**src/dcrc_pkg.sv**
```systemverilog
/*
 * Package for the buck regulator control register block: offsets, field
 * positions, reset values and operating modes.
 * Assumes a 32-bit AHB-Lite register bus with word-aligned registers.
 */
package dcrc_pkg;

    // ************************************************************
    // Register byte offsets.
    // ************************************************************
    localparam logic [11:0] ZDET_OFFSET   = 12'h050;
    localparam logic [11:0] CLIM_OFFSET   = 12'h054;
    localparam logic [11:0] COMP_OFFSET   = 12'h058;
    localparam logic [11:0] LNV_OFFSET    = 12'h05c;
    localparam logic [11:0] TIMING_OFFSET = 12'h060;
    localparam logic [11:0] MODE_OFFSET   = 12'h064;

    // ************************************************************
    // Field positions (low bit) and reset values.
    // ************************************************************
    localparam int ZDET_LEVEL_LSB = 4;
    localparam int ZDET_BLANK_LSB = 8;
    localparam logic [2:0] ZDET_LEVEL_RESET = 3'h3;
    localparam logic [1:0] ZDET_BLANK_RESET = 2'h1;

    localparam int CLIM_BLANK_LSB = 8;
    localparam int CLIM_BYP_BIT   = 13;
    localparam logic [1:0] CLIM_BLANK_RESET = 2'h1;
    localparam logic       CLIM_BYP_RESET   = 1'b1;

    localparam int COMP_C3_LSB = 28;
    localparam int COMP_C2_LSB = 24;
    localparam int COMP_C1_LSB = 20;
    localparam int COMP_R3_LSB = 12;
    localparam int COMP_R2_LSB = 4;
    localparam int COMP_R1_LSB = 0;
    localparam logic [3:0] COMP_C3_RESET = 4'h5;
    localparam logic [2:0] COMP_C2_RESET = 3'h7;
    localparam logic [1:0] COMP_C1_RESET = 2'h2;
    localparam logic [3:0] COMP_R3_RESET = 4'h4;
    localparam logic [4:0] COMP_R2_RESET = 5'h07;
    localparam logic [2:0] COMP_R1_RESET = 3'h7;

    localparam int LNV_REF_LSB = 8;
    localparam int LNV_ATT_BIT = 1;
    localparam logic [6:0] LNV_REF_RESET = 7'h71;
    localparam logic       LNV_ATT_RESET = 1'b0;

    localparam int TIM_DUTY_LSB   = 29;
    localparam int TIM_BYP_LSB    = 20;
    localparam int TIM_LN_LSB     = 12;
    localparam int TIM_PRCHG_BIT  = 11;
    localparam int TIM_LPINIT_LSB = 0;
    localparam logic [1:0] TIM_DUTY_RESET   = 2'h0;
    localparam logic [7:0] TIM_BYP_RESET    = 8'hff;
    localparam logic [4:0] TIM_LN_RESET     = 5'h1f;
    localparam logic       TIM_PRCHG_RESET  = 1'b1;
    localparam logic [7:0] TIM_LPINIT_RESET = 8'hff;

    localparam int MODE_CCM_BIT   = 0;
    localparam int MODE_LP_BIT    = 1;
    localparam logic MODE_CCM_RESET = 1'b0;
    localparam logic MODE_LP_RESET  = 1'b0;

    // ************************************************************
    // Zero detector behaviour and bus transfer codes.
    // ************************************************************
    typedef enum logic [1:0] {
        DCRC_ZD_CROSSING = 2'b01,
        DCRC_ZD_LIMITER  = 2'b10
    } dcrc_zdet_type;

    localparam logic [1:0] HTRANS_NONSEQ = 2'h2;
    localparam logic [1:0] HTRANS_SEQ    = 2'h3;

endpackage

```
**src/dcrc_regs.sv**
```systemverilog
/*
 * Buck regulator control registers on AHB-Lite, with the derived controls
 * that steer the zero detector, current limiter and low-noise loop.
 * Assumes one AHB-Lite master, a 50 MHz clk, and that rst is asserted only
 * by power-on, hard pin or brown-out reset.
 */
//
// Functional notes
// With force-continuous clear in low-noise operation the zero detector only detects crossings.
// With force-continuous set in low-noise operation the detector limits reverse current at the level field.
// In low-power operation the detector is always a zero-crossing detector.
// The level field is bits 6:4, resets to 3, and the effective limit is zero while force-continuous is clear.
// Force-continuous set with level zero behaves as discontinuous conduction.
// Software computes the level from allowed reverse current, ripple and switch count.
// Capacitor trims C3 at 31:28 reset 5, C2 at 26:24 and C1 at 21:20 are read-write.
// Resistor trims R3 at 15:12 reset 4, R2 at 8:4 and R1 at 2:0 are read-write.
// The reference trim at 14:8 resets to 0x71 and is writable by software and hardware.
// The output target is set jointly by the attenuation bit and the reference trim.
// The attenuation bit picks ratio one third when clear and one sixth when set, reset clear.
// All fields return to reset values only on power-on, pin or brown-out reset.
// Software writes zero to reserved bits.
// Software leaves the internal-use fields at reset, and the device holds them; here the blanking delays and precharge enable take any write.
`timescale 1ns/10ps

module dcrc_regs
    import dcrc_pkg::*;
(
    input  wire logic        clk,
    input  wire logic        rst,
    input  wire logic        hsel,
    input  wire logic [11:0] haddr,
    input  wire logic [1:0]  htrans,
    input  wire logic        hwrite,
    input  wire logic [2:0]  hsize,
    input  wire logic [31:0] hwdata,
    input  wire logic        hready,
    output logic      [31:0] hrdata,
    output logic             hreadyout,
    output logic             hresp,
    input  wire logic        refTrimLoad,
    input  wire logic [6:0]  refTrimValue,
    output dcrc_zdet_type    zeroDetectMode,
    output logic      [2:0]  reverseCurrentLimit,
    output logic             continuousConduction,
    output logic             bypassCurrentLimitOn,
    output logic      [1:0]  zeroDetectBlankDelay,
    output logic      [1:0]  currentLimitBlankDelay,
    output logic      [3:0]  compCapTrimThree,
    output logic      [2:0]  compCapTrimTwo,
    output logic      [1:0]  compCapTrimOne,
    output logic      [3:0]  compResTrimThree,
    output logic      [4:0]  compResTrimTwo,
    output logic      [2:0]  compResTrimOne,
    output logic      [6:0]  lowNoiseReferenceTrim,
    output logic             lowNoiseFeedbackAttenuation,
    output logic      [1:0]  biasDutyClockSelect,
    output logic      [7:0]  bypassEntryWait,
    output logic      [4:0]  lowNoiseInitWait,
    output logic             compPrechargeOn,
    output logic      [7:0]  lowPowerInitWait
);

    // ************************************************************
    // Storage. Every field is loaded with its reset value only by rst, which carries the
    // power-on, pin and brown-out sources and no other.
    // ************************************************************
    logic [2:0]  reverseCurrentLimitLevel;
    logic        forceContinuousConductionLn;
    logic        lowPowerOperation;
    logic        wrPending;
    logic [11:0] wrAddr;

    // ************************************************************
    // Bus decode. The slave always answers in zero wait states.
    // ************************************************************
    wire         addrPhase = hsel && hready && (htrans == HTRANS_NONSEQ || htrans == HTRANS_SEQ);
    wire         rdPhase   = addrPhase && !hwrite;
    wire         wrZdet    = wrPending && wrAddr == ZDET_OFFSET;
    wire         wrClim    = wrPending && wrAddr == CLIM_OFFSET;
    wire         wrComp    = wrPending && wrAddr == COMP_OFFSET;
    wire         wrLnv     = wrPending && wrAddr == LNV_OFFSET;
    wire         wrTiming  = wrPending && wrAddr == TIMING_OFFSET;
    wire         wrMode    = wrPending && wrAddr == MODE_OFFSET;

    assign hreadyout = 1'b1;
    assign hresp     = 1'b0;

    // Read images; reserved bits read as zero.
    wire [31:0] zdetImage   = {22'h0, zeroDetectBlankDelay, 1'b0, reverseCurrentLimitLevel, 4'h0};
    wire [31:0] climImage   = {18'h0, bypassCurrentLimitOn, 3'h0, currentLimitBlankDelay, 8'h00};
    wire [31:0] compImage   = {compCapTrimThree, 1'b0, compCapTrimTwo, 2'h0, compCapTrimOne,
                               4'h0, compResTrimThree, 3'h0, compResTrimTwo, 1'b0,
                               compResTrimOne};
    wire [31:0] lnvImage    = {17'h0, lowNoiseReferenceTrim, 6'h00,
                               lowNoiseFeedbackAttenuation, 1'b0};
    wire [31:0] timingImage = {1'b0, biasDutyClockSelect, 1'b0, bypassEntryWait, 3'h0,
                               lowNoiseInitWait, compPrechargeOn, 3'h0, lowPowerInitWait};
    wire [31:0] modeImage   = {30'h0, lowPowerOperation, forceContinuousConductionLn};
    wire [31:0] readMux     = (haddr == ZDET_OFFSET)   ? zdetImage   :
                              (haddr == CLIM_OFFSET)   ? climImage   :
                              (haddr == COMP_OFFSET)   ? compImage   :
                              (haddr == LNV_OFFSET)    ? lnvImage    :
                              (haddr == TIMING_OFFSET) ? timingImage :
                              (haddr == MODE_OFFSET)   ? modeImage   : 32'h0000_0000;

    // Capture the write address phase; data follows one cycle later.
    always_ff @(posedge clk) begin
        if (rst) begin
            wrPending <= 1'b0;
            wrAddr    <= 12'h000;
        end else begin
            wrPending <= addrPhase && hwrite;
            wrAddr    <= haddr;
        end
    end

    // Read data registered at the address phase, so it stands in the data phase.
    always_ff @(posedge clk) begin
        if (rst) begin
            hrdata <= 32'h0000_0000;
        end else if (rdPhase) begin
            hrdata <= readMux;
        end
    end

    // ************************************************************
    // Zero detector and current limiter registers.
    // ************************************************************
    // Blanking delays are stored as written; software is trusted to leave them.
    always_ff @(posedge clk) begin
        if (rst) begin
            reverseCurrentLimitLevel <= ZDET_LEVEL_RESET;
            zeroDetectBlankDelay     <= ZDET_BLANK_RESET;
            bypassCurrentLimitOn     <= CLIM_BYP_RESET;
            currentLimitBlankDelay   <= CLIM_BLANK_RESET;
        end else begin
            if (wrZdet) begin
                reverseCurrentLimitLevel <= hwdata[ZDET_LEVEL_LSB +: 3];
                zeroDetectBlankDelay     <= hwdata[ZDET_BLANK_LSB +: 2];
            end
            if (wrClim) begin
                bypassCurrentLimitOn   <= hwdata[CLIM_BYP_BIT];
                currentLimitBlankDelay <= hwdata[CLIM_BLANK_LSB +: 2];
            end
        end
    end

    // ************************************************************
    // Compensator trims.
    // ************************************************************
    always_ff @(posedge clk) begin
        if (rst) begin
            compCapTrimThree <= COMP_C3_RESET;
            compCapTrimTwo   <= COMP_C2_RESET;
            compCapTrimOne   <= COMP_C1_RESET;
            compResTrimThree <= COMP_R3_RESET;
            compResTrimTwo   <= COMP_R2_RESET;
            compResTrimOne   <= COMP_R1_RESET;
        end else if (wrComp) begin
            compCapTrimThree <= hwdata[COMP_C3_LSB +: 4];
            compCapTrimTwo   <= hwdata[COMP_C2_LSB +: 3];
            compCapTrimOne   <= hwdata[COMP_C1_LSB +: 2];
            compResTrimThree <= hwdata[COMP_R3_LSB +: 4];
            compResTrimTwo   <= hwdata[COMP_R2_LSB +: 5];
            compResTrimOne   <= hwdata[COMP_R1_LSB +: 3];
        end
    end

    // ************************************************************
    // Low-noise voltage. A hardware load of the reference wins over a
    // software write in the same cycle, since calibration must not be lost.
    // ************************************************************
    always_ff @(posedge clk) begin
        if (rst) begin
            lowNoiseReferenceTrim       <= LNV_REF_RESET;
            lowNoiseFeedbackAttenuation <= LNV_ATT_RESET;
        end else begin
            if (refTrimLoad) begin
                lowNoiseReferenceTrim <= refTrimValue;
            end else if (wrLnv) begin
                lowNoiseReferenceTrim <= hwdata[LNV_REF_LSB +: 7];
            end
            if (wrLnv) begin
                lowNoiseFeedbackAttenuation <= hwdata[LNV_ATT_BIT];
            end
        end
    end

    // ************************************************************
    // Controller timing and operating mode.
    // ************************************************************
    always_ff @(posedge clk) begin
        if (rst) begin
            biasDutyClockSelect         <= TIM_DUTY_RESET;
            bypassEntryWait             <= TIM_BYP_RESET;
            lowNoiseInitWait            <= TIM_LN_RESET;
            compPrechargeOn             <= TIM_PRCHG_RESET;
            lowPowerInitWait            <= TIM_LPINIT_RESET;
            forceContinuousConductionLn <= MODE_CCM_RESET;
            lowPowerOperation           <= MODE_LP_RESET;
        end else begin
            if (wrTiming) begin
                biasDutyClockSelect <= hwdata[TIM_DUTY_LSB +: 2];
                bypassEntryWait     <= hwdata[TIM_BYP_LSB +: 8];
                lowNoiseInitWait    <= hwdata[TIM_LN_LSB +: 5];
                compPrechargeOn     <= hwdata[TIM_PRCHG_BIT];
                lowPowerInitWait    <= hwdata[TIM_LPINIT_LSB +: 8];
            end
            if (wrMode) begin
                forceContinuousConductionLn <= hwdata[MODE_CCM_BIT];
                lowPowerOperation           <= hwdata[MODE_LP_BIT];
            end
        end
    end

    // ************************************************************
    // Zero detector steering. Low power overrides everything, and a
    // limiter at level zero is reported as discontinuous conduction.
    // ************************************************************
    wire limiterActive = forceContinuousConductionLn && !lowPowerOperation;

    assign zeroDetectMode       = limiterActive ? DCRC_ZD_LIMITER : DCRC_ZD_CROSSING;
    assign reverseCurrentLimit  = limiterActive ? reverseCurrentLimitLevel : 3'h0;
    assign continuousConduction = 1'b0;  // Limiter or not, the converter stays in DISCONTINUOUS_CONDUCTION.

    // ************************************************************
    // Checks.
    // ************************************************************
    zdet_lp_a: assert property (@(posedge clk) disable iff (rst)
        lowPowerOperation |-> zeroDetectMode == DCRC_ZD_CROSSING && reverseCurrentLimit == 3'h0)
        else $error("Low-power mode must use crossing detection.");
    zdet_ln_a: assert property (@(posedge clk) disable iff (rst)
        !lowPowerOperation && !forceContinuousConductionLn |-> reverseCurrentLimit == 3'h0)
        else $error("Limit must be zero without force-continuous.");
    zdet_lim_a: assert property (@(posedge clk) disable iff (rst)
        limiterActive |-> zeroDetectMode == DCRC_ZD_LIMITER
                          && reverseCurrentLimit == reverseCurrentLimitLevel)
        else $error("Limiter must use the level field.");
    zdet_write_a: assert property (@(posedge clk) disable iff (rst)
        wrZdet |=> reverseCurrentLimitLevel == $past(hwdata[6:4]))
        else $error("Level field write lost.");
    dcm_only_a: assert property (@(posedge clk) disable iff (rst)
        continuousConduction == 1'b0)
        else $error("Converter left discontinuous conduction.");
    comp_write_a: assert property (@(posedge clk) disable iff (rst)
        wrComp |=> compCapTrimThree == $past(hwdata[31:28])
                   && compResTrimThree == $past(hwdata[15:12]))
        else $error("Compensator trim write lost.");
    res_hold_a: assert property (@(posedge clk) disable iff (rst)
        !wrComp |=> $stable(compResTrimTwo) && $stable(compResTrimOne))
        else $error("Resistor trim changed without a write.");
    ref_hw_a: assert property (@(posedge clk) disable iff (rst)
        refTrimLoad |=> lowNoiseReferenceTrim == $past(refTrimValue))
        else $error("Hardware reference load lost.");
    att_write_a: assert property (@(posedge clk) disable iff (rst)
        wrLnv |=> lowNoiseFeedbackAttenuation == $past(hwdata[1]))
        else $error("Attenuation write lost.");
    reset_val_a: assert property (@(posedge clk)
        rst |=> compCapTrimThree == 4'h5 && lowNoiseReferenceTrim == 7'h71
                && reverseCurrentLimitLevel == 3'h3 && !lowNoiseFeedbackAttenuation)
        else $error("Reset values wrong.");
    hold_int_a: assert property (@(posedge clk) disable iff (rst)
        !wrTiming |=> $stable(compPrechargeOn))
        else $error("Precharge enable changed without a write.");

    limiter_c: cover property (@(posedge clk) disable iff (rst)
        limiterActive && reverseCurrentLimitLevel == 3'h7);
    lp_override_c: cover property (@(posedge clk) disable iff (rst)
        forceContinuousConductionLn && lowPowerOperation);
    ref_clash_c: cover property (@(posedge clk) disable iff (rst) refTrimLoad && wrLnv);

endmodule

```
**config.mk**
```make
export PLATFORM = sky130hd
export DESIGN_NAME = dcrc_regs
export DESIGN_NICKNAME = d
export VERILOG_FILES = /design/src/dcrc_pkg.sv /design/src/dcrc_regs.sv
export SDC_FILE = /design/constraint.sdc
export NUM_CORES = 1
export LEC_CHECK = 0
export BUFFER_PORTS_ARGS = -buffer_cell sky130_fd_sc_hd__buf_4
export CAP_MARGIN = 20
export CORE_AREA = 2 2 98 100
export CTS_BUF_LIST = sky130_fd_sc_hd__clkbuf_8
export CTS_CLUSTER_DIAMETER = 150
export DETAILED_ROUTE_END_ITERATION = 7
export DIE_AREA = 0 0 100 102
export GPL_ROUTABILITY_DRIVEN = 0
export HOLD_SLACK_MARGIN = 0.06
export PLACE_DENSITY = 0.79
export SYNTH_ARGS = -nofsm -noshare
export SYNTH_HDL_FRONTEND = slang
export SYNTH_SLANG_ARGS = --single-unit
```
**constraint.sdc**
```tcl
create_clock -name clk -period 1.95 [get_ports clk]
set_input_delay 0.0975 -clock clk [delete_from_list [all_inputs] [get_ports clk]]
set_output_delay 0.0975 -clock clk [all_outputs]
set_load 0.005 [all_outputs]
```
Word level (Yosys, flattened, before mapping)
Cells that the tools add are included.
{"block": "totals", "ff_bits": 108, "output_inout_bits": 98, "wordCells": 61}
{"block": "classes", "n_eq_ne": 14, "n_mux": 10, "reduce_logical": 15}
{"op": "$eq 12x7->1 const B", "n": 12}
{"op": "$mux 32", "n": 3}
{"op": "$mux 31", "n": 2}
{"op": "$mux 7", "n": 2}
{"op": "$logic_and 1x1->1", "n": 11}
{"op": "$eq 2x2->1 const B", "n": 2}
{"op": "$mux 2", "n": 2}
{"op": "$mux 3", "n": 1}
{"op": "$logic_not 1->1", "n": 2}
{"op": "$reduce_bool 2->1", "n": 1}
{"op": "$logic_or 1x1->1", "n": 1}

Logic depth before layout (Yosys ltp)
{"block": "logic_depth", "depth_word": 7, "ltp_mapped": 7, "depth_no_buf": 4}

Least setup slack after synthesis
Ideal clock, no wire load.
{"block": "synth_timing", "path_kind": "register to register", "start": "register wrAddr[7]", "end": "register compResTrimOne[0]", "setup_time_ps": 120, "arrival_ps": 1616, "required_ps": 1830, "setup_slack_ps": 214, "stages_incl_launch_ff": 7, "path_cell_list": "dfxtp_1 > nor3b_2 > and3_1 > clkbuf_1 > nand2_1 > buf_2 > a211o_1"}
{"block": "synth_via", "elab_chain_len": 2}
{"element": "from (decl)", "line": "dcrc_regs.sv:71", "text": "logic [11:0] wrAddr;"}
{"element": "from (signal assigned)", "line": "dcrc_regs.sv:113", "text": "wrAddr <= haddr;"}
{"element": "$eq 12x7->1", "line": "dcrc_regs.sv:80", "text": "wire wrComp = wrPending && wrAddr == COMP_OFFSET;"}
{"element": "$logic_and 1x1->1", "line": "dcrc_regs.sv:80"}
{"element": "to (signal assigned)", "line": "dcrc_regs.sv:165", "text": "compResTrimOne <= hwdata[COMP_R1_LSB +: 3];"}
{"element": "to (decl)", "line": "dcrc_regs.sv:53", "text": "output logic [2:0] compResTrimOne,"}
No other way between the ends.
A chain may end at the register's enable or synchronous reset.

Worst setup path after layout
{"block": "layout_timing", "start": "input port haddr[0]", "end": "register hrdata[29]"}
{"block": "layout_via", "elab_chain_len": 6, "elab_cells_between_ends": 10}
{"element": "from (decl)", "line": "dcrc_regs.sv:31", "text": "input wire logic [11:0] haddr,"}
{"element": "$eq 12x7->1", "line": "dcrc_regs.sv:103", "text": "(haddr == TIMING_OFFSET) ? timingImage :"}
{"element": "$mux 31", "line": "dcrc_regs.sv:103"}
{"element": "$mux 31", "line": "dcrc_regs.sv:102", "text": "(haddr == LNV_OFFSET) ? lnvImage :"}
{"element": "$mux 32", "line": "dcrc_regs.sv:101", "text": "(haddr == COMP_OFFSET) ? compImage :"}
{"element": "$mux 32", "line": "dcrc_regs.sv:100", "text": "(haddr == CLIM_OFFSET) ? climImage :"}
{"element": "$mux 32 *", "line": "dcrc_regs.sv:99", "text": "wire [31:0] readMux = (haddr == ZDET_OFFSET) ? zdetImage :"}
{"element": "to (signal assigned)", "line": "dcrc_regs.sv:122", "text": "hrdata <= readMux;"}
{"element": "to (decl)", "line": "dcrc_regs.sv:37", "text": "output logic [31:0] hrdata,"}
Every way passes the cells marked *; elsewhere a longest branch is shown, timed or not.

==> results.sh <==
export IMPL_port_buffers=146
export IMPL_yosysWarningCount=0
export IMPL_arrival_ps=2210
export IMPL_drtIter0Drc=342
export IMPL_required_ps=2250
export IMPL_clk_pin_slew_ps=90
export IMPL_avgSynthCellArea_um2=8.82
export IMPL_fp_dieW_um=100
export IMPL_antenna_cells=0
export IMPL_synthFlopType="dfxtp_1"
export IMPL_crit_top_cell="buf_6"
export IMPL_crit_type="input port to register"
export IMPL_seqCellArea_mm2=0.00210
export IMPL_rsz0062_at_grt="yes"
export IMPL_synth_seq_cells=105
export IMPL_wire_per_inst_um=18.1
export IMPL_cp_max_fo=8
export IMPL_comb_power_share=0.093
export IMPL_hpwl_um=9790
export IMPL_antenna_found_initial=0
export IMPL_synthAdderAreaFrac=0
export IMPL_coreArea_mm2=0.00911
export IMPL_cell_internal_pwr_uw=2890
export IMPL_cap_violations=0
export IMPL_grt_pass1_wl_um=22700
export IMPL_die_area_mm2=0.0102
export IMPL_grt_total_usage=0.280
export IMPL_relSlewSlack=0.518
export IMPL_hold_viol=0
export IMPL_synth_mux_area_frac=0.0240
export IMPL_netSwitchingPower_uw=918
export IMPL_io_pins=160
export IMPL_cts_root_buf="clkbuf_8"
export IMPL_p_leak_uw=0.00268
export IMPL_post_route_period_util=0.978
export IMPL_period_minus_slack_ps=1910
export IMPL_power_density_mw_per_mm2=604
export IMPL_finish_utilization=0.692
export IMPL_drt_total_wl_um=14500
export IMPL_status="complete, no violations"
export IMPL_drc=0
export IMPL_start_util=0.487
export IMPL_syn_area_mm2=0.00443
export IMPL_slew_violations=0
export IMPL_mostFrequentLayoutCell="buf_4"
export IMPL_synth_simple_area_share=0.277
export IMPL_cts_inserted_buffers=9
export IMPL_worst_slew_pin_transition_ps=720
export IMPL_ys_async_sr_fraction=0
export IMPL_yosysUniqueCellTypes=49
export IMPL_skew_ps=11.1
export IMPL_crit_chain="dlygate4sd3_1, buf_4, or4b_4, nor4_4, buf_6, buf_6, a22oi_1, o21ai_1"
export IMPL_overflow=0
export IMPL_layout_nets=749
export IMPL_placementRows=35
export IMPL_vdd_drop_max_mv=0.357
export IMPL_critPathCaptureType="register"
export IMPL_multi_input_area_mm2=0.00212
export IMPL_nFillCells=734
export IMPL_netSwitchingFraction=0.241
export IMPL_clock_sinks=105
export IMPL_finalSetupViolCount=0
export IMPL_final_cell_mix="167 x buf_4, 105 x dfxtp_1, 81 x nand2_1"
export IMPL_slowest_stage="or4b_4"
export IMPL_clk_path_buf_depth=2
export IMPL_die_y_um=102
export IMPL_slowest_delay_ps=570
export IMPL_synth_edf_count=0
export IMPL_syn2layout_area_growth_pct=42.2
export IMPL_seq_area_frac_synth=0.474
export IMPL_grt_start_max_net_pins=48
export IMPL_synthCells=503
export IMPL_seqPwrFrac=0.573
export IMPL_dr_pass1_iters=5
export IMPL_drive_gt1_frac=0.289
export IMPL_grt_pass1_vias=4502
export IMPL_clock_latency_ps=360
export IMPL_synth_xor_area_share=0
export IMPL_antenna_left=0
export IMPL_synth_top_family_by_area="simple AND/OR/NAND/NOR gates"
export IMPL_tns_ps=0
export IMPL_synth_compound_area_frac=0.170
export IMPL_viasPerCell=5.76
export IMPL_vias=4629
export IMPL_hold_path_class="input port to register"
export IMPL_cts_max_level=3
export IMPL_clkPwrFrac=0.333
export IMPL_cts_tree="done"
export IMPL_fmax_ghz=0.524
export IMPL_crit_path_start_kind="input port"
-- synthesized netlist by cell type, drive strengths merged, types with 6 or more instances --
cell type    n  share of area
nor3         7         0.0090
o21ai       32          0.037
nand4        6         0.0085
nor3b       10          0.018
and2         8          0.011
a211o       19          0.038
nand3       22          0.025
a22oi       16          0.027
a21oi       26          0.029
a211oi       7          0.012
and3        21          0.030
nor2b       13          0.018
nand2       81          0.069
nor4         6          0.017
clkbuf      25          0.021
nor2        14          0.012
buf         20          0.027
nand3b      22          0.037
a2111oi      7          0.014
dfxtp      105           0.47
-- path summary, 6_finish.rpt --
check / depth (start not counted) / end / slack (ps) / from
worst max register to register: 5 / lowNoiseReferenceTrim[2] / 120 / wrAddr[7]
worst min register to register: 2 / hrdata[27] / 450 / hrdata[27]
worst min-delay path: 3 / lowNoiseReferenceTrim[0] / 80 / refTrimValue[0]
worst max-delay path: 8 / hrdata[29] / 40 / haddr[0]
-- stage by stage --
step	worst slack, ps	total power [uW]	area, um2	hold slack [ps]	std cells
finish	42.7	3810	6310	83.1	803
global route	-15.4	3930	6310	109	803
CTS	11.9	3810	6280	74.6	802
detailed placement	150	2510	5670	315	743
global placement	221	2500	5650	310	742
floorplan	214	2360	4450	218	507
-- flip-flops by register name, summed over array words and instances, names as in the netlist, 3 cells and up --
register	cells
lowNoiseInitWait	5
compResTrimThree	4
compResTrimTwo	5
lowNoiseReferenceTrim	7
compCapTrimTwo	3
lowPowerInitWait	8
hrdata	29
compResTrimOne	3
bypassEntryWait	8
reverseCurrentLimitLevel	3
wrAddr	12
compCapTrimThree	4
-- routing by layer --
layer,up-vias,global-route usage,routed length (um)
met2,230,0.481,6930
met3,39,0.0438,1180
met4,0,0.112,425
met5,-,0,0
met1,2198,0.356,5990
li1,2162,-,-
-- kinds of logic (layout without fill, tap and decap cells) --
group,after synthesis,count (layout)
simple gates,222,222
other cells,2,6
mux,9,9
compound gates,115,115
flops,105,105
buf+inv,50,235
-- critical path, delay by kind of cell --
family | cells | cell delay [ps]
compound gates | 2 | 200
buf+inv | 4 | 1010
simple gates | 2 | 890
-- cell type report --
type,instances,area share
clock inverters,5,0.00516
inverters,5,0.00298
multi-input cells,352,0.337
repair buffers,214,0.276
well taps,111,0.0220
clock buffers,11,0.0240
flip-flops and latches,105,0.333
-- power by group through the flow --
stage               Clock (uW)  Sequential, uW  Combinational, uW
global placement             0            2230                266
detailed placement           0            2230                276
CTS                       1280            2180                345
global route              1370            2180                379
floorplan                    0            2230                131
finish                    1270            2180                356
-- repair_timing --
action	in CTS	in global routing
gates resized for setup	0	9
hold buffers	43	0
setup endpoints to repair	0	24
hold endpoints to repair	57	0
setup buffers	0	2
Note: power is estimated with default switching activity, not from simulation.
